$ cat config.mk
export PLATFORM = sky130hd
export DESIGN_NAME = tio_trigger
export DESIGN_NICKNAME = d
export VERILOG_FILES = /design/src/shared/tio_pkg.sv /design/src/verilog/tio_trigger.sv
export SDC_FILE = /design/constraint.sdc
export NUM_CORES = 1
export LEC_CHECK = 0
export BUFFER_PORTS_ARGS = -buffer_cell sky130_fd_sc_hd__buf_4
export CAP_MARGIN = 20
export CORE_MARGIN = 4
export CORE_UTILIZATION = 60
export CTS_BUF_LIST = sky130_fd_sc_hd__clkbuf_16
export CTS_CLUSTER_SIZE = 25
export DETAILED_ROUTE_END_ITERATION = 10
export GPL_TIMING_DRIVEN = 0
export PLACE_DENSITY = 0.83
export SETUP_SLACK_MARGIN = 0.02
export SLEW_MARGIN = 10
export SYNTH_ARGS = -nofsm -noshare
export SYNTH_HDL_FRONTEND = slang
export SYNTH_SLANG_ARGS = --single-unit
$ cat constraint.sdc
create_clock -name sys_clk_in -period 7.37 [get_ports sys_clk_in]
set_clock_uncertainty 0.2 [all_clocks]
set_input_delay 0.3685 -clock sys_clk_in [delete_from_list [all_inputs] [get_ports sys_clk_in]]
set_output_delay 0.3685 -clock sys_clk_in [all_outputs]
set_load 0.01 [all_outputs]
$ cat src/shared/tio_pkg.sv
// tio_pkg: constants, types and defaults for the tracker input/output trigger logic
package tio_pkg;
  localparam int NUM_IN = 4;
  localparam int NUM_OUT = 3;
  localparam int CLK_HZ = 40_000_000;
  localparam int DEB_TIME_US = 100;
  localparam int DEB_CYCLES = (DEB_TIME_US * (CLK_HZ / 1_000_000) > 0) ? DEB_TIME_US * (CLK_HZ / 1_000_000) : 1;
  localparam int HOLD_TIME_S = 3;
  localparam int HOLD_CYCLES = HOLD_TIME_S * CLK_HZ;
  localparam int NUM_BAUD = 6;
  localparam int BAUD_RATE [NUM_BAUD] = '{4800, 9600, 19200, 38400, 57600, 115200};

  typedef enum logic [1:0] {
    TIO_ROLE_EMERG = 2'h0,
    TIO_ROLE_TEST = 2'h1,
    TIO_ROLE_GEN = 2'h2
  } tio_role_t;

  typedef enum logic [1:0] {
    TIO_TRIG_RISE = 2'h0,
    TIO_TRIG_FALL = 2'h1,
    TIO_TRIG_BOTH = 2'h2
  } tio_trig_t;

  typedef enum logic {
    TIO_SW_MOMENT = 1'h0,
    TIO_SW_LATCH = 1'h1
  } tio_sw_t;

  typedef enum logic [1:0] {
    TIO_BTN_UP = 2'h0,
    TIO_BTN_DOWN = 2'h1,
    TIO_BTN_LONG = 2'h3
  } tio_btn_t;

  // per-line role and trigger, written as one word by the host
  typedef struct packed {
    tio_role_t [NUM_IN-1:0] role;
    tio_trig_t [NUM_IN-1:0] trig;
  } tio_cfg_t;

  localparam tio_cfg_t TIO_CFG_DEFAULT = '{
    role: '{TIO_ROLE_GEN, TIO_ROLE_GEN, TIO_ROLE_TEST, TIO_ROLE_EMERG},
    trig: '{TIO_TRIG_FALL, TIO_TRIG_FALL, TIO_TRIG_FALL, TIO_TRIG_FALL}
  };
  localparam tio_sw_t TIO_SW_DEFAULT = TIO_SW_MOMENT;
  localparam logic TIO_PCR_DEFAULT = 1'h0;
  localparam logic [2:0] TIO_BAUD_DEFAULT = 3'h2;
  localparam logic [2:0] TIO_BAUD_MAX = 3'h5;
  localparam logic [NUM_OUT-1:0] TIO_OUT_DEFAULT = 3'h0;

  function automatic int baud_div(input int idx);
    return CLK_HZ / BAUD_RATE[idx];
  endfunction
endpackage

$ cat src/verilog/tio_trigger.sv
// tio_trigger: input triggers, emergency control, outputs and baud setting of the tracker connector
`timescale 1ns/10ps
module tio_trigger #(
  parameter int DEB_CYC = tio_pkg::DEB_CYCLES,
  parameter int HOLD_CYC = tio_pkg::HOLD_CYCLES
) (
  input wire logic sys_clk_in, // 40 MHz system clock
  input wire logic sys_rst_in, // async reset, active high
  input wire logic [tio_pkg::NUM_IN-1:0] input_line_in, // pins, pulled up outside, async
  input wire logic alarm_button_n_in, // onboard guarded button, low when pressed, async
  input wire logic cfg_wr_in, // strobe: load role and trigger word
  input wire tio_pkg::tio_cfg_t cfg_in, // role and trigger word
  input wire logic cfg_default_in, // strobe: apply configuration defaults
  input wire logic alarm_switch_type_cmd_in, // strobe: set switch type
  input wire logic alarm_switch_latch_in, // 1 latching, 0 momentary
  input wire logic pin_change_report_cmd_in, // strobe: set change reporting
  input wire logic pin_change_report_en_in, // reporting enable value
  input wire logic output_level_cmd_in, // strobe: set one output
  input wire logic [1:0] output_sel_in, // output index 0..2
  input wire logic output_val_in, // level for that output
  input wire logic remote_update_in, // strobe: remote update of all outputs
  input wire logic [tio_pkg::NUM_OUT-1:0] remote_levels_in, // levels from remote update
  input wire logic baud_rate_cmd_in, // strobe: change baud rate
  input wire logic [2:0] baud_sel_in, // rate index 0..5
  output logic emergency_active_out, // emergency tracking active
  output logic alarm_lamp_out, // emergency lamp drive
  output logic test_start_out, // pulse: enter test tracking
  output logic [tio_pkg::NUM_IN-1:0] input_report_out, // pulse per line: queue input report
  output logic pin_value_notice_out, // pulse: send level notice
  output logic [tio_pkg::NUM_IN-1:0] input_levels_out, // current debounced levels
  output logic [tio_pkg::NUM_OUT-1:0] output_line_out, // logic outputs
  output logic [2:0] baud_sel_out, // active rate index
  output logic [15:0] baud_div_out, // clocks per bit at active rate
  output logic baud_reject_out // pulse: rate command out of range
);
  localparam int NI = tio_pkg::NUM_IN;
  localparam int NSRC = NI + 1;
  localparam int DW = $clog2(DEB_CYC + 1);
  localparam int HW = $clog2(HOLD_CYC + 2);
  localparam logic [15:0] DIV_RST = 16'(tio_pkg::baud_div(int'(tio_pkg::TIO_BAUD_DEFAULT)));

  // refuse settings the counters cannot serve
  if (DEB_CYC < 1 || HOLD_CYC < 1) begin : g_bad_count
    $error("tio_trigger: counts must be at least one");
  end
  if (tio_pkg::baud_div(0) > 65535) begin : g_bad_div
    $error("tio_trigger: baud divisor exceeds 16 bits");
  end

  // two-stage synchronisers, reset high as the pull-ups would read
  logic [NSRC-1:0] sync1;
  logic [NSRC-1:0] sync2;
  always_ff @(posedge sys_clk_in or posedge sys_rst_in) begin
    if (sys_rst_in) begin
      sync1 <= '1;
      sync2 <= '1;
    end else begin
      sync1 <= {alarm_button_n_in, input_line_in};
      sync2 <= sync1;
    end
  end

  // debounce: a level is accepted after DEB_CYC stable cycles; bounces restart the count
  logic [NSRC-1:0] deb;
  for (genvar i = 0; i < NSRC; i++) begin : g_deb
    logic [DW-1:0] cnt;
    logic [DW-1:0] next_cnt;
    logic lvl;
    logic next_lvl;
    always_comb begin
      next_cnt = cnt;
      next_lvl = lvl;
      if (sync2[i] == lvl) begin
        next_cnt = '0;
      end else if (cnt == DW'(DEB_CYC - 1)) begin
        next_cnt = '0;
        next_lvl = sync2[i];
      end else begin
        next_cnt = cnt + 1'b1;
      end
    end
    always_ff @(posedge sys_clk_in or posedge sys_rst_in) begin
      if (sys_rst_in) begin
        cnt <= '0;
        lvl <= 1'b1;
      end else begin
        cnt <= next_cnt;
        lvl <= next_lvl;
      end
    end
    assign deb[i] = lvl;
  end

  // configuration state
  tio_pkg::tio_cfg_t cfg, next_cfg;
  tio_pkg::tio_sw_t sw_type, next_sw_type;
  logic pcr_en, next_pcr_en;
  always_comb begin
    next_cfg = cfg;
    next_sw_type = sw_type;
    next_pcr_en = pcr_en;
    if (cfg_default_in) begin
      next_cfg = tio_pkg::TIO_CFG_DEFAULT;
      next_sw_type = tio_pkg::TIO_SW_DEFAULT;
      next_pcr_en = tio_pkg::TIO_PCR_DEFAULT;
    end else begin
      if (cfg_wr_in) begin
        next_cfg = cfg_in;
      end
      if (alarm_switch_type_cmd_in) begin
        next_sw_type = alarm_switch_latch_in ? tio_pkg::TIO_SW_LATCH : tio_pkg::TIO_SW_MOMENT;
      end
      if (pin_change_report_cmd_in) begin
        next_pcr_en = pin_change_report_en_in;
      end
    end
  end
  always_ff @(posedge sys_clk_in or posedge sys_rst_in) begin
    if (sys_rst_in) begin
      cfg <= tio_pkg::TIO_CFG_DEFAULT;
      sw_type <= tio_pkg::TIO_SW_DEFAULT;
      pcr_en <= tio_pkg::TIO_PCR_DEFAULT;
    end else begin
      cfg <= next_cfg;
      sw_type <= next_sw_type;
      pcr_en <= next_pcr_en;
    end
  end

  // per-line edge match and latching level; line zero's level also sees the button
  logic [NI-1:0] prev;
  logic [NI-1:0] hit;
  logic [NI-1:0] hold_lvl;
  logic [NI-1:0] is_em;
  logic [NI-1:0] is_te;
  logic [NI-1:0] is_ge;
  for (genvar i = 0; i < NI; i++) begin : g_line
    logic rise;
    logic fall;
    logic lvl;
    assign rise = deb[i] & ~prev[i];
    assign fall = ~deb[i] & prev[i];
    assign lvl = (i == 0) ? (deb[i] & deb[NI]) : deb[i];
    assign hit[i] = (cfg.trig[i] == tio_pkg::TIO_TRIG_RISE) ? rise :
                    (cfg.trig[i] == tio_pkg::TIO_TRIG_FALL) ? fall : (rise | fall);
    assign hold_lvl[i] = (cfg.trig[i] == tio_pkg::TIO_TRIG_RISE) ? lvl : ~lvl;
    assign is_em[i] = cfg.role[i] == tio_pkg::TIO_ROLE_EMERG;
    assign is_te[i] = cfg.role[i] == tio_pkg::TIO_ROLE_TEST;
    assign is_ge[i] = cfg.role[i] == tio_pkg::TIO_ROLE_GEN;
  end

  // button press timer: in momentary mode a short release starts, long hold stops emergency
  tio_pkg::tio_btn_t btn, next_btn;
  logic [HW-1:0] hold_cnt, next_hold_cnt;
  logic btn_short;
  logic btn_long;
  always_comb begin
    next_btn = btn;
    next_hold_cnt = hold_cnt;
    btn_short = 1'b0;
    btn_long = 1'b0;
    unique case (btn)
      tio_pkg::TIO_BTN_UP: begin
        next_hold_cnt = '0;
        if (!deb[NI]) begin
          next_btn = tio_pkg::TIO_BTN_DOWN;
        end
      end
      tio_pkg::TIO_BTN_DOWN: begin
        if (deb[NI]) begin
          next_btn = tio_pkg::TIO_BTN_UP;
          btn_short = 1'b1;
        end else if (hold_cnt == HW'(HOLD_CYC)) begin
          next_btn = tio_pkg::TIO_BTN_LONG;
          btn_long = 1'b1;
        end else begin
          next_hold_cnt = hold_cnt + 1'b1;
        end
      end
      tio_pkg::TIO_BTN_LONG: begin
        if (deb[NI]) begin
          next_btn = tio_pkg::TIO_BTN_UP;
        end
      end
      default: begin
        next_btn = tio_pkg::TIO_BTN_UP;
      end
    endcase
  end
  always_ff @(posedge sys_clk_in or posedge sys_rst_in) begin
    if (sys_rst_in) begin
      btn <= tio_pkg::TIO_BTN_UP;
      hold_cnt <= '0;
    end else begin
      btn <= next_btn;
      hold_cnt <= next_hold_cnt;
    end
  end

  // emergency, events and notices
  logic emerg, next_emerg;
  logic test_go, next_test_go;
  logic [NI-1:0] report, next_report;
  logic notice, next_notice;
  logic [NI-1:0] levels, next_levels;
  logic latch_cond;
  assign latch_cond = |(hold_lvl & is_em);
  always_comb begin
    next_emerg = emerg;
    if (sw_type == tio_pkg::TIO_SW_LATCH) begin
      next_emerg = latch_cond;
    end else if (emerg && btn_long) begin
      next_emerg = 1'b0;
    end else if (|(hit & is_em) || btn_short) begin
      next_emerg = 1'b1;
    end
    next_test_go = |(hit & is_te);
    next_report = hit & is_ge;
    next_notice = pcr_en && (deb[NI-1:0] != prev);
    next_levels = deb[NI-1:0];
  end
  always_ff @(posedge sys_clk_in or posedge sys_rst_in) begin
    if (sys_rst_in) begin
      prev <= '1;
      emerg <= 1'b0;
      test_go <= 1'b0;
      report <= '0;
      notice <= 1'b0;
      levels <= '1;
    end else begin
      prev <= deb[NI-1:0];
      emerg <= next_emerg;
      test_go <= next_test_go;
      report <= next_report;
      notice <= next_notice;
      levels <= next_levels;
    end
  end
  assign emergency_active_out = emerg;
  assign alarm_lamp_out = emerg;
  assign test_start_out = test_go;
  assign input_report_out = report;
  assign pin_value_notice_out = notice;
  assign input_levels_out = levels;

  // outputs and baud rate; a remote update lands after a same-cycle host command
  logic [15:0] div_tab [tio_pkg::NUM_BAUD];
  for (genvar b = 0; b < tio_pkg::NUM_BAUD; b++) begin : g_div
    assign div_tab[b] = 16'(tio_pkg::baud_div(b));
  end
  logic [tio_pkg::NUM_OUT-1:0] outs, next_outs;
  logic [2:0] bsel, next_bsel;
  logic [15:0] bdiv, next_bdiv;
  logic brej, next_brej;
  always_comb begin
    next_outs = outs;
    next_bsel = bsel;
    next_brej = 1'b0;
    if (output_level_cmd_in && output_sel_in < 2'(tio_pkg::NUM_OUT)) begin
      next_outs[output_sel_in] = output_val_in;
    end
    if (remote_update_in) begin
      next_outs = remote_levels_in;
    end
    if (baud_rate_cmd_in) begin
      if (baud_sel_in <= tio_pkg::TIO_BAUD_MAX) begin
        next_bsel = baud_sel_in;
      end else begin
        next_brej = 1'b1;
      end
    end
    next_bdiv = div_tab[next_bsel];
  end
  always_ff @(posedge sys_clk_in or posedge sys_rst_in) begin
    if (sys_rst_in) begin
      outs <= tio_pkg::TIO_OUT_DEFAULT;
      bsel <= tio_pkg::TIO_BAUD_DEFAULT;
      bdiv <= DIV_RST;
      brej <= 1'b0;
    end else begin
      outs <= next_outs;
      bsel <= next_bsel;
      bdiv <= next_bdiv;
      brej <= next_brej;
    end
  end
  assign output_line_out = outs;
  assign baud_sel_out = bsel;
  assign baud_div_out = bdiv;
  assign baud_reject_out = brej;
endmodule

======== After elaboration in Yosys (flattened, before gate mapping) ========
Memories as Yosys holds them, arrays and structs flattened. A register that Yosys moved wholly into a read port is not among the register bits.
Cells that the tools add are included.
operators by class
  $add $sub $neg .......................... 6
  multipliers ............................. 0
  div/mod/pow operators ................... 0
  $lt $le $gt $ge ......................... 4
  eq/ne operators ......................... 31
  shift-type cells ........................ 0
  mux-type cells .......................... 54
  bitwise operators ....................... 32
  reductions and logical operators ........ 30
operator list
  operator                 count
  $mux W12                 10
  $add A12 B1 Y12 const B  5
  $eq A12 B12 Y1 const B   5
  $mux W27                 2
  $pmux W27 S2             1
  $mux W16                 2
  $mux W1                  28
  $add A27 B1 Y27 const B  1
  $eq A27 B27 Y1 const B   1
  $eq A2 B1 Y1 const B     9
  $logic_not A2 Y1         9
  $and A4 B4 Y4            4
  $not A1 Y1               14
  $mux W3                  4
  $reduce_or A4 Y1         3
  $eq A2 B2 Y1 const B     5
  $reduce_and A2 Y1        5
  $reduce_bool A2 Y1       5
  $and A1 B1 Y1            9
  $mux W2                  4
  $ne A2 B2 Y1 const B     4
  $pmux W2 S3              1
  $reduce_and A3 Y1        2
  $eq A1 B1 Y1             5
  other kinds (13)         19
storage, ports and cells
  bits in registers ....................... 140
  latch bits .............................. 0
  bits in writable memories ............... 0
  ROM bits ................................ 128
  input port bits ......................... 41
  output and inout port bits .............. 35
  logic and storage cells ................. 190
  memories kept ........................... 1
memory list
  name             words  width  rd ports  clocked after memory_dff  wr ports  RTL line            RTL
  (no name shown)  8      16     1         1                         0         tio_trigger.sv:272  next_bdiv = div_tab[next_bsel];

======== Depth between registers and ports, before layout ========
Gate-level depths: netlist of run 1.
  depth after elaboration ................. 11
  mapped depth ............................ 9
  gate-level depth less buffers ........... 7

======== Worst setup path before layout of run 1 ========
Ideal clock, no wire load.
  path kind ............................... reg-to-reg
  from .................................... register hold_cnt[3]
  to ...................................... register hold_cnt[21]
  library setup time ...................... 76 ps
  arrival time ............................ 2127 ps
  required time ........................... 7094 ps
  slack ................................... 4967 ps
  cell stages (with the launch flop) ...... 8
  path buffers ............................ 2
  clock period less this slack ............ 2403 ps
  cell sequence ........................... dfrtp_1 > or4_1 > or4_4 > o21ai_1 > buf_4 > buf_12 > o31ai_1 > a21oi_2
between the ends
  word-level cells in the longest chain between the ends .. 4
  elaborated cells on any way between the ends .. 7
  classes of those cells .................. add/sub: 1; eq/ne: 2; mux: 3; reduce/logical: 1
RTL lines
  item                    RTL line            RTL
  from (decl)             tio_trigger.sv:154  logic [HW-1:0] hold_cnt, next_hold_cnt;
  from (signal assigned)  tio_trigger.sv:196  hold_cnt <= next_hold_cnt;
  $add A27 B1 Y27         tio_trigger.sv:177  next_hold_cnt = hold_cnt + 1'b1;
  $mux W27                tio_trigger.sv:173  end else if (hold_cnt == HW'(HOLD_CYC)) begin
  $mux W27                tio_trigger.sv:170  if (deb[NI]) begin
  $pmux W27 S2            tio_trigger.sv:162  unique case (btn)
Several ways; a longest one is shown, not always the timed one. The select of a mux whose other input is x is not followed.
A chain may end at the register's enable or synchronous reset.

======== Worst setup path after layout of run 1 ========
  from .................................... register hold_cnt[0]
  to ...................................... register hold_cnt[22]
The elaborated chain is that of the path after synthesis.

==> results.yml, run 1 <==
outcome:
  run_status: "finished, final reports clean"
floorplan:
  io-pin-count: 76
  dieWidth_microns: 118
  start_util_pct: 62.3
  fp.dieH_microns: 118
  rows: 39
  core_sq_um: 11600
  dieArea_sq_um: 13900
pwr:
  power_density_nw_per_um2: 222
  p_leak_uw: 0.00386
  p_comb_share_pct: 8.1
  p_switching_uw: 444
  ir_drop_mv: 0.191
  internal-power_uw: 1520
  sequentialPowerShare_pct: 46.1
  swShare_pct: 22.5
  p_clk_share_pct: 45.8
synth:
  async_reset_ff_share_pct: 100
  synth_top_area_share_pct: 42.5
  synth_area_leaders: "dfrtp_1 (43%), dfstp_2 (11%), nor2_1 (5.7%)"
  yosysTopAreaCell: "dfrtp_1"
  ys_ff_latch: 154
  ys_seq_area_share_pct: 53.8
  avgSynthCellArea_sq_um: 10.3
  synth_edf_count: 0
  ys_warn_count: 0
  yosysMostFrequentCell: "dfrtp_1"
  synth_common_cells: "dfrtp_1 (123), nor2_1 (110), nand2_1 (49)"
  netlist_area_sq_um: 7240
  synth-main-ff-cell: "dfrtp_1"
  ys_types: 51
  synthCells: 703
placement:
  port_buffers: 72
  placed_cell_area_sq_um: 8000
  dpl.hpwl_mm: 11.0
  gp_congestion: 0.816
cts:
  clock_latency_ns: 0.43
  cts_buffer_depth: 2
  cts_resized: 0
  clk_pin_slew_worst_paths_ns: 0.06
  cts.sinks: 154
  cts_buffers: 17
  postCtsSetupBuffers: 0
  clockRootBuffer: "clkbuf_16"
  htreeDepth: 4
  cts_tree: "done"
run:
  maxCapViolCount: 0
layout:
  fillerInstances: 801
  nets: 883
  syn_to_final_growth_pct: 22.5
  drive_above_1_share_pct: 21.0
  diodes: 0
  design_area_sq_um: 8870
route:
  totalWireLength_mm: 16.2
  drt_iter0_markers: 393
  drcViolationCount: 0
  dr.pass1.iters: 7
  postRouteAntennaNets: 0
  via_per_inst: 5.73
  routed-via-count: 5602
  routedWlPerCell_microns: 16.5
worst_setup_path:
  cp_max_fo: 9
  worstPathArrival_ns: 2.94
  setup.worst_path.end_class: "register"
  startpoint_type: "register"
  crit_type: "register to register"
  cp_data_required_time_ns: 7.52
timing:
  post-route-min-period_ns: 2.79
  finalSetupViolCount: 0
  drv_slew: 0
  fmax_ghz: 0.358
  setup-tns-final_ns: 0
  rsz0062_at_grt: "false"
  final-hold-violation-count: 0
  fin_crit_sh_pct: 37.9
  worst_slew_pin_slew_ns: 0.872
  relSlewSlack_pct: 41.4
global_route:
  grt_max_degree: 80
  grt_pass1_wl_mm: 27.4
  grt_pass1_vias: 5660
  overflow: 0
  grt_antenna_before_repair: 0
  grt_usage_pct: 24.5
min_path:
  hold_path_class: "primary input to register"
timing repair:
item,4_1_cts,5_1_grt
setup endpoints to repair,0,0
endpoints found under the hold margin,74,0
hold buffers,26,0
cells in the final DEF, fill, tap and decap left out, drive strengths merged, types with 22 or more instances in the layout:
cell           n
a21oi         28
nand3         36
nand4         22
o21ai         22
dlygate4sd3   26
buf           83
clkbuf        32
nor2         110
nand2         49
xor2          22
dfrtp        123
dfstp         31
xnor2         37
mux2i         22
inv           35
through the flow:
step,utilization [%],hold slack [ns],power (uW),worst slack [ns],instances
after floorplan,-,0.145,996,2.70,704
after global routing,76.4,0.00692,2040,4.34,978
final,76.4,0.0123,1970,4.58,978
after detailed placement,68.9,0.147,1070,4.64,920
after CTS,76.4,0.00408,1980,4.59,978
after global placement,68.6,0.146,1060,1.25,919
cells by family (layout without fill, tap and decap cells):
group	after synthesis	in the layout	synth area share [%]
compound gates	82	82	7.60
xor+xnor	59	59	7.14
fa+ha+maj	20	20	3.46
buf+inv	58	189	3.61
flops	154	154	53.8
mux	24	24	3.35
other cells	1	2	0.0518
simple gates	305	305	21.0
path summary, 6_finish.rpt:
check                      slack, ns  depth (start not counted)                      from                   to
min in group asynchronous       0.36                          3                sys_rst_in      baud_reject_out
min                             0.01                          3  alarm_switch_type_cmd_in              sw_type
min reg2reg                     0.16                          0                  sync1[1]             sync2[1]
max reg2reg                     4.58                          6               hold_cnt[0]         hold_cnt[22]
max                             4.58                          6               hold_cnt[0]         hold_cnt[22]
max in group asynchronous       5.82                          4                sys_rst_in  input_levels_out[0]
worst max-delay path: stages, from the launching register on:
cell	delay (ns)
dfrtp_1	0.42
ha_1	0.22
nand2_1	0.21
nor4_1	0.82
nand4_1	0.25
or3_2	0.45
a21oi_1	0.15
area by class of cell:
class,instances,area [sq um],share of cell area (%)
timing repair buffer,99,828,9.34
tap,143,179,2.02
clock buffer,17,425,4.80
clock inverter,15,184,2.07
multi-input combinational,492,3090,34.8
inverter,33,131,1.48
buffer,25,138,1.55
sequential,154,3890,43.9
per-layer routing:
metal	GRT usage [%]	up-vias	wire length (microns)
met5	0	-	0
met4	10.2	0	425
met3	6.63	36	785
met2	40.8	164	8330
met1	30.4	2746	6620
li1	-	2656	-
state kept, by name, summed over array words and instances, names as in the netlist:
name / count
g_deb.cnt: 60
hold_cnt: 27
cfg: 16
baud_div_out: 14
g_deb.lvl: 5
sync1: 5
sync2: 5
input_levels_out: 4
input_report_out: 4
baud_sel_out: 3
output_line_out: 3
btn: 2
alarm_lamp_out: 1
baud_reject_out: 1
pcr_en: 1
pin_value_notice_out: 1
sw_type: 1
test_start_out: 1
power groups by stage:
stage / clock [uW] / combinational [uW] / sequential, uW
2_1_floorplan: 0 / 71.2 / 924
3_3_place_gp: 0 / 140 / 919
3_5_place_dp: 0 / 148 / 921
4_1_cts: 911 / 161 / 907
5_1_grt: 954 / 176 / 911
6_report: 900 / 159 / 907
Note: power is estimated with default switching activity, not from simulation.
==> run 2, diff against run 1 <==
--- a/config.mk
+++ b/config.mk
@@ -5,15 +5,16 @@
 export SDC_FILE = /design/constraint.sdc
 export NUM_CORES = 1
 export LEC_CHECK = 0
+export ABC_AREA = 1
 export BUFFER_PORTS_ARGS = -buffer_cell sky130_fd_sc_hd__buf_4
 export CAP_MARGIN = 20
 export CORE_MARGIN = 4
-export CORE_UTILIZATION = 60
+export CORE_UTILIZATION = 59
 export CTS_BUF_LIST = sky130_fd_sc_hd__clkbuf_16
 export CTS_CLUSTER_SIZE = 25
 export DETAILED_ROUTE_END_ITERATION = 10
 export GPL_TIMING_DRIVEN = 0
-export PLACE_DENSITY = 0.83
+export PLACE_DENSITY = 0.82
 export SETUP_SLACK_MARGIN = 0.02
 export SLEW_MARGIN = 10
 export SYNTH_ARGS = -nofsm -noshare
==> constraint.sdc (replaced) <==
create_clock -name sys_clk_in -period 2.6 [get_ports sys_clk_in]
set_clock_uncertainty 0.2 [all_clocks]
set_input_delay 0.13 -clock sys_clk_in [delete_from_list [all_inputs] [get_ports sys_clk_in]]
set_output_delay 0.13 -clock sys_clk_in [all_outputs]
set_load 0.01 [all_outputs]
==> run 2 against run 1 <==
Net effect:
- non-clock buffer count rose by 15
- final area rose by 7.3%
- sequential power rose to 2.8 times the previous value
- synthesized cell count rose by 30%
- first-iteration DRC count rose by 28%
- register-to-register slack got worse by 4.0 ns
- flip-flop and latch count did not move
- total power rose to 2.8 times the previous value
- setup slack got worse by 4.1 ns
- largest cell class unchanged
- largest power group unchanged
==> results.yml, run 2 <==
outcome:
  run_status: "finished, final reports clean"
global_route:
  grt_pass1_vias: 6738
  grt_usage_pct: 27.5
  overflow: 0
  grt_max_degree: 40
  grt_antenna_before_repair: 0
  grt_pass1_wl_mm: 32.2
timing:
  timing.hold.ws_ns: 0.0575
  final-hold-violation-count: 0
  rsz0062_at_grt: "false"
  drv_slew: 0
  post-route-min-period_ns: 2.15
  relSlewSlack_pct: 48.1
  fin_crit_sh_pct: 82.5
  worst_slew_pin_slew_ns: 0.776
  fmax_ghz: 0.466
  finalSetupViolCount: 0
synth:
  yosysTopAreaCell: "dfrtp_1"
  yosysMostFrequentCell: "nand2_1"
  ys_warn_count: 0
  netlist_area_sq_um: 7580
  ys_seq_area_share_pct: 51.3
  async_reset_ff_share_pct: 100
  ys_types: 37
  synthCells: 911
  synth_area_leaders: "dfrtp_1 (41%), dfstp_2 (11%), nand2_1 (9.8%)"
  synth_top_area_share_pct: 40.6
  synth_edf_count: 0
  synth-main-ff-cell: "dfrtp_1"
  synth_common_cells: "nand2_1 (197), nor2_1 (140), dfrtp_1 (123)"
  ys_ff_latch: 154
  avgSynthCellArea_sq_um: 8.32
layout:
  syn_to_final_growth_pct: 25.5
  drive_above_1_share_pct: 15.5
  reg_top3: "g_deb.cnt x60, hold_cnt x27, cfg x16"
  nets: 1118
  mostFrequentLayoutCell: "nand2_1"
  utilization_pct: 75.4
  largest_register_ffs: 60
  regMostFlops: "g_deb.cnt"
  final_cells: 1242
  layout_common_cells: "nand2_1 (197), nor2_1 (140), dfrtp_1 (123)"
  diodes: 0
  fillerInstances: 844
floorplan:
  io-pin-count: 76
  fp.dieH_microns: 121
  start_util_pct: 60.1
  dieWidth_microns: 121
  dieArea_sq_um: 14700
  core_sq_um: 12600
  rows: 41
pwr:
  power_density_nw_per_um2: 584
  p_leak_uw: 0.00447
  ir_drop_mv: 0.557
worst_setup_path:
  setup.worst_path.end_class: "register"
  cp_data_required_time_ns: 2.76
  crit_type: "primary input to register"
  rrSetupSlack_ns: 0.53
  worstPathArrival_ns: 2.31
  cp_max_fo: 4
  startpoint_type: "primary input"
cts:
  clock_latency_ns: 0.44
  cts_buffer_depth: 2
  htreeDepth: 4
  cts.sinks: 154
  cts_tree: "done"
  clk_pin_slew_worst_paths_ns: 0.07
  postCtsSetupBuffers: 0
  cts_resized: 0
  clockRootBuffer: "clkbuf_16"
  cts_buffers: 17
route:
  drt_iter0_markers: 503
  routedWlPerCell_microns: 15.1
  dr.pass1.iters: 6
  via_per_inst: 5.35
  routed-via-count: 6647
  drcViolationCount: 0
  postRouteAntennaNets: 0
  totalWireLength_mm: 18.8
placement:
  dp.cells: 1161
  dpl.hpwl_mm: 11.8
  port_buffers: 73
  gp_congestion: 0.911
min_path:
  hold_path_class: "primary input to register"
run:
  maxCapViolCount: 0
## run 2: changes by cell type in the layout (fill, tap and decap cells not counted), moves of 12 or more
| cell | previous run | this run |
|---|---|---|
| inv_1 | 34 | 117 |
| nor2_1 | 110 | 140 |
| mux2i_1 | 22 | 0 |
| or4_1 | 13 | 0 |
| o21ai_0 | 10 | 34 |
| xnor2_1 | 37 | 7 |
| dlygate4sd3_1 | 26 | 49 |
| nand2_1 | 49 | 197 |
| nand4_1 | 22 | 6 |
| nor3_1 | 11 | 23 |
| nand3_1 | 36 | 71 |
| o31ai_1 | 14 | 0 |
## run 2: metrics by stage
stage / setup WS, ns / total power, uW / TNS, ns / instance area [sq um]
after floorplan: 0.350 / 2800 / 0 / 7590
after global placement: -0.590 / 2970 / -71.16 / 8350
after detailed placement: 0.620 / 3000 / 0 / 8430
after CTS: 0.590 / 5550 / 0 / 9510
after global routing: 0.356 / 5740 / 0 / 9510
final: 0.454 / 5560 / 0 / 9510
## run 2: logic make-up (layout without fill, tap and decap cells)
kind of cell               count (synthesis)  count (layout)  synth area share (%)
other                                      1               2                0.0495
xor gates and xnor gates                  33              33                  3.81
and+or+nand+nor                          464             464                  26.0
buffers and inverters                    131             289                  7.13
AOI/OAI and AO/OA                        103             103                  7.58
DFF                                      154             154                  51.3
adders and majority gates                 20              20                  3.30
muxes                                      5               5                 0.743
## run 2: power by group
part / internal (uW) / switching, uW
registers: 2500 / 52.8
clock network: 1430 / 1070
logic: 231 / 263
## run 2: critical path, cell delays in order
cell and delay [ns]:
dlygate4sd3_1 0.55, buf_4 0.15, nor2_1 0.23, inv_1 0.10
o21ai_0 0.27, inv_1 0.24, ha_1 0.34, or2_2 0.30
## run 2: layout make-up
class | instances | area (sq um) | area share, %
inverters | 118 | 447 | 4.70
multi-input cells | 627 | 3150 | 33.1
plain buffers | 13 | 97.6 | 1.03
flip-flops and latches | 154 | 3890 | 40.9
well taps | 172 | 215 | 2.26
clock buffers | 17 | 425 | 4.47
repair buffers | 126 | 1120 | 11.8
clock inverters | 15 | 164 | 1.72
## run 2: path summary, 6_finish.rpt
path,start,endpoint,cells past startpoint
min in group asynchronous,sys_rst_in,baud_div_out[12],3
hold reg to reg,sync1[0],sync2[0],0
setup / recovery,baud_sel_in[1],baud_div_out[1],8
setup reg to reg,baud_sel_out[1],baud_div_out[1],4
max in group asynchronous,sys_rst_in,sync1[2],5
hold / removal,cfg_default_in,cfg[3],4
## run 2: per-layer routing
metal	up-vias	share of wire, %	track usage (%)
met5	-	0	0
li1	3196	-	-
met1	3176	41	34.6
met3	50	6.0	5.92
met4	0	2.5	10.2
met2	225	50	46.6
## run 2: timing repair
action	CTS	global route
endpoints found under the setup margin	0	0
hold endpoints to repair	55	0
hold buffers	49	0
==> run 3, diff against run 2 <==
--- a/config.mk
+++ b/config.mk
@@ -5,16 +5,16 @@
 export SDC_FILE = /design/constraint.sdc
 export NUM_CORES = 1
 export LEC_CHECK = 0
-export ABC_AREA = 1
+export ABC_AREA = 0
 export BUFFER_PORTS_ARGS = -buffer_cell sky130_fd_sc_hd__buf_4
 export CAP_MARGIN = 20
 export CORE_MARGIN = 4
-export CORE_UTILIZATION = 59
+export CORE_UTILIZATION = 53
 export CTS_BUF_LIST = sky130_fd_sc_hd__clkbuf_16
 export CTS_CLUSTER_SIZE = 25
 export DETAILED_ROUTE_END_ITERATION = 10
 export GPL_TIMING_DRIVEN = 0
-export PLACE_DENSITY = 0.82
+export PLACE_DENSITY = 0.78
 export SETUP_SLACK_MARGIN = 0.02
 export SLEW_MARGIN = 10
 export SYNTH_ARGS = -nofsm -noshare
==> constraint.sdc (replaced) <==
create_clock -name sys_clk_in -period 1.9 [get_ports sys_clk_in]
set_clock_uncertainty 0.2 [all_clocks]
set_input_delay 0.095 -clock sys_clk_in [delete_from_list [all_inputs] [get_ports sys_clk_in]]
set_output_delay 0.095 -clock sys_clk_in [all_outputs]
set_load 0.01 [all_outputs]
==> run 3 against run 2 <==
Net effect:
- the run now ends with setup timing left
- clock power is 29% higher
- first-iteration DRC count shrank 16%
- combinational power grew 40%
- global-route usage is 5.2 points lower
- final cell count down 16%
- worst hold slack better by 0.048 ns
- final area down 0.12%
- wire length decreased by 7.2%
- sequential power grew 38%
- critical endpoint is now hold_cnt[4]
==> results.yml, run 3 (synthesis gave the netlist of run 1 again) <==
placement:
  placed_cell_area_sq_um: 8130
  gp_congestion: 0.845
  dpl.hpwl_mm: 11.1
  port_buffers: 72
  pre_cts_ws_ns: -0.730
  dp.cells: 956
cts:
  cts.sinks: 154
  clockRootBuffer: "clkbuf_16"
  clock_latency_ns: 0.43
  cts_buffer_depth: 2
  cts_tree: "done"
  htreeDepth: 4
  cts_buffers: 17
  clk_pin_slew_worst_paths_ns: 0.06
route:
  postRouteAntennaNets: 0
  routedWlPerCell_microns: 16.6
  via_per_inst: 5.54
  totalWireLength_mm: 17.4
  dr.pass1.iters: 7
  drt_iter0_markers: 424
  routed-via-count: 5800
  drcViolationCount: 0
layout:
  drive_above_1_share_pct: 26.4
  regMostFlops: "g_deb.cnt"
  seq_area_sq_um: 3900
  diodes: 0
  fillerInstances: 891
  multi_input_area_sq_um: 3310
  layout_common_cells: "dfrtp_1 (118), nor2_1 (108), buf_4 (92)"
  design_area_sq_um: 9500
  final_cells: 1047
  reg_top3: "g_deb.cnt x60, hold_cnt x27, cfg x16"
  nets: 919
  syn_to_final_growth_pct: 31.2
  largest_register_ffs: 60
  mostFrequentLayoutCell: "dfrtp_1"
worst_setup_path:
  worstReg2RegEnd: "hold_cnt[4]"
  cp_max_fo: 8
  crit_type: "register to register"
  cp_data_required_time_ns: 2.04
  r2r_start: "hold_cnt[7]"
  worstPathArrival_ns: 2.66
  setup.worst_path.end_class: "register"
  reg2reg_depth: 7
  startpoint_type: "register"
  rrSetupSlack_ns: -0.63
outcome:
  violations: "setup timing"
  run_status: "complete, but fails checks"
timing:
  post-route-min-period_ns: 2.53
  finalSetupViolCount: 29
  setup-tns-final_ns: -16.47
  drv_slew: 0
  fmax_ghz: 0.396
  rsz0062_at_grt: "true"
  fin_crit_sh_pct: 133
  final-hold-violation-count: 0
  setup_slack_ns: -0.626
  relSlewSlack_pct: 56.4
  worst_slew_pin_slew_ns: 0.644
min_path:
  min_from: "baud_sel_in[1]"
  hold_path_class: "primary input to register"
  hold_end: "baud_sel_out[0]"
  holdPathStages: 4
pwr:
  p_clk_share_pct: 43.3
  sequentialPowerShare_pct: 47.4
  ir_drop_mv: 0.623
  internal-power_uw: 5700
  p_comb_share_pct: 9.3
  p_leak_uw: 0.00405
  power_density_nw_per_um2: 783
  p_switching_uw: 1740
  swShare_pct: 23.4
floorplan:
  rows: 42
  start_util_pct: 54.5
  core_sq_um: 13300
  dieWidth_microns: 125
  fp.dieH_microns: 125
  dieArea_sq_um: 15600
  io-pin-count: 76
global_route:
  grt_usage_pct: 22.2
  grt_max_degree: 37
  grt_antenna_before_repair: 0
  grt_pass1_wl_mm: 28.5
  grt_pass1_vias: 5963
  overflow: 0
run:
  maxCapViolCount: 0
-- run 3: cell type report --
type	count	share of cell area (%)
Inverter	33	1.34
Sequential cell	154	41.0
Tap cell	176	2.32
Timing Repair Buffer	142	13.3
Multi-Input combinational cell	492	34.8
Clock inverter	15	1.42
Buffer	18	1.33
Clock buffer	17	4.48
-- run 3: critical path: stages (launching register included) --
cell and delay [ns]:
dfrtp_2 0.42, or4_1 0.53, or4_4 0.60, o21ai_4 0.16, buf_6 0.14, buf_8 0.14, o21ai_1 0.09, a21oi_1 0.16
-- run 3: worst max-delay path by stage --
stage,start,endpoint,slack (ns),cells after the start
6_report,hold_cnt[7],hold_cnt[4],-0.63,7
5_1_grt,hold_cnt[7],hold_cnt[4],-0.69,7
4_1_cts,hold_cnt[23],hold_cnt[13],-0.61,7
3_5_place_dp,hold_cnt[0],hold_cnt[24],-0.73,6
3_3_place_gp,sys_rst_in,hold_cnt[9],-1.12,2
2_1_floorplan,hold_cnt[8],hold_cnt[19],-0.42,7
-- run 3: metrics by stage --
step	util [%]	hold slack, ns	power (uW)
6_report	71.5	0.105	7440
5_1_grt	71.5	0.132	7720
4_1_cts	69.7	0.0282	7450
3_5_place_dp	61.1	-0.103	4160
3_3_place_gp	60.5	0.00344	4110
2_1_floorplan	-	-0.101	3860
-- run 3: timing repair --
action | 4_1_cts | 5_1_grt
endpoints found under the setup margin | 80 | 94
pin swaps | 4 | 12
gates resized for setup | 13 | 32
cloned | 1 | 1
endpoints found under the hold margin | 121 | 0
hold buffers | 49 | 0
setup buffers | 7 | 10
-- run 3: routing by layer --
| layer | vias to the layer above | routed length [microns] | track usage (%) |
|---|---|---|---|
| li1 | 2720 | - | - |
| met1 | 2874 | 7180 | 27.9 |
| met2 | 168 | 9020 | 37.9 |
| met3 | 38 | 782 | 4.42 |
| met4 | 0 | 425 | 8.99 |
| met5 | - | 0 | 0 |
-- run 3: power groups by stage --
stage / clock network, uW / registers (uW) / logic (uW)
6_report: 3220 / 3530 / 693
5_1_grt: 3410 / 3540 / 767
4_1_cts: 3250 / 3520 / 677
3_5_place_dp: 0 / 3570 / 581
3_3_place_gp: 0 / 3570 / 542
2_1_floorplan: 0 / 3590 / 277
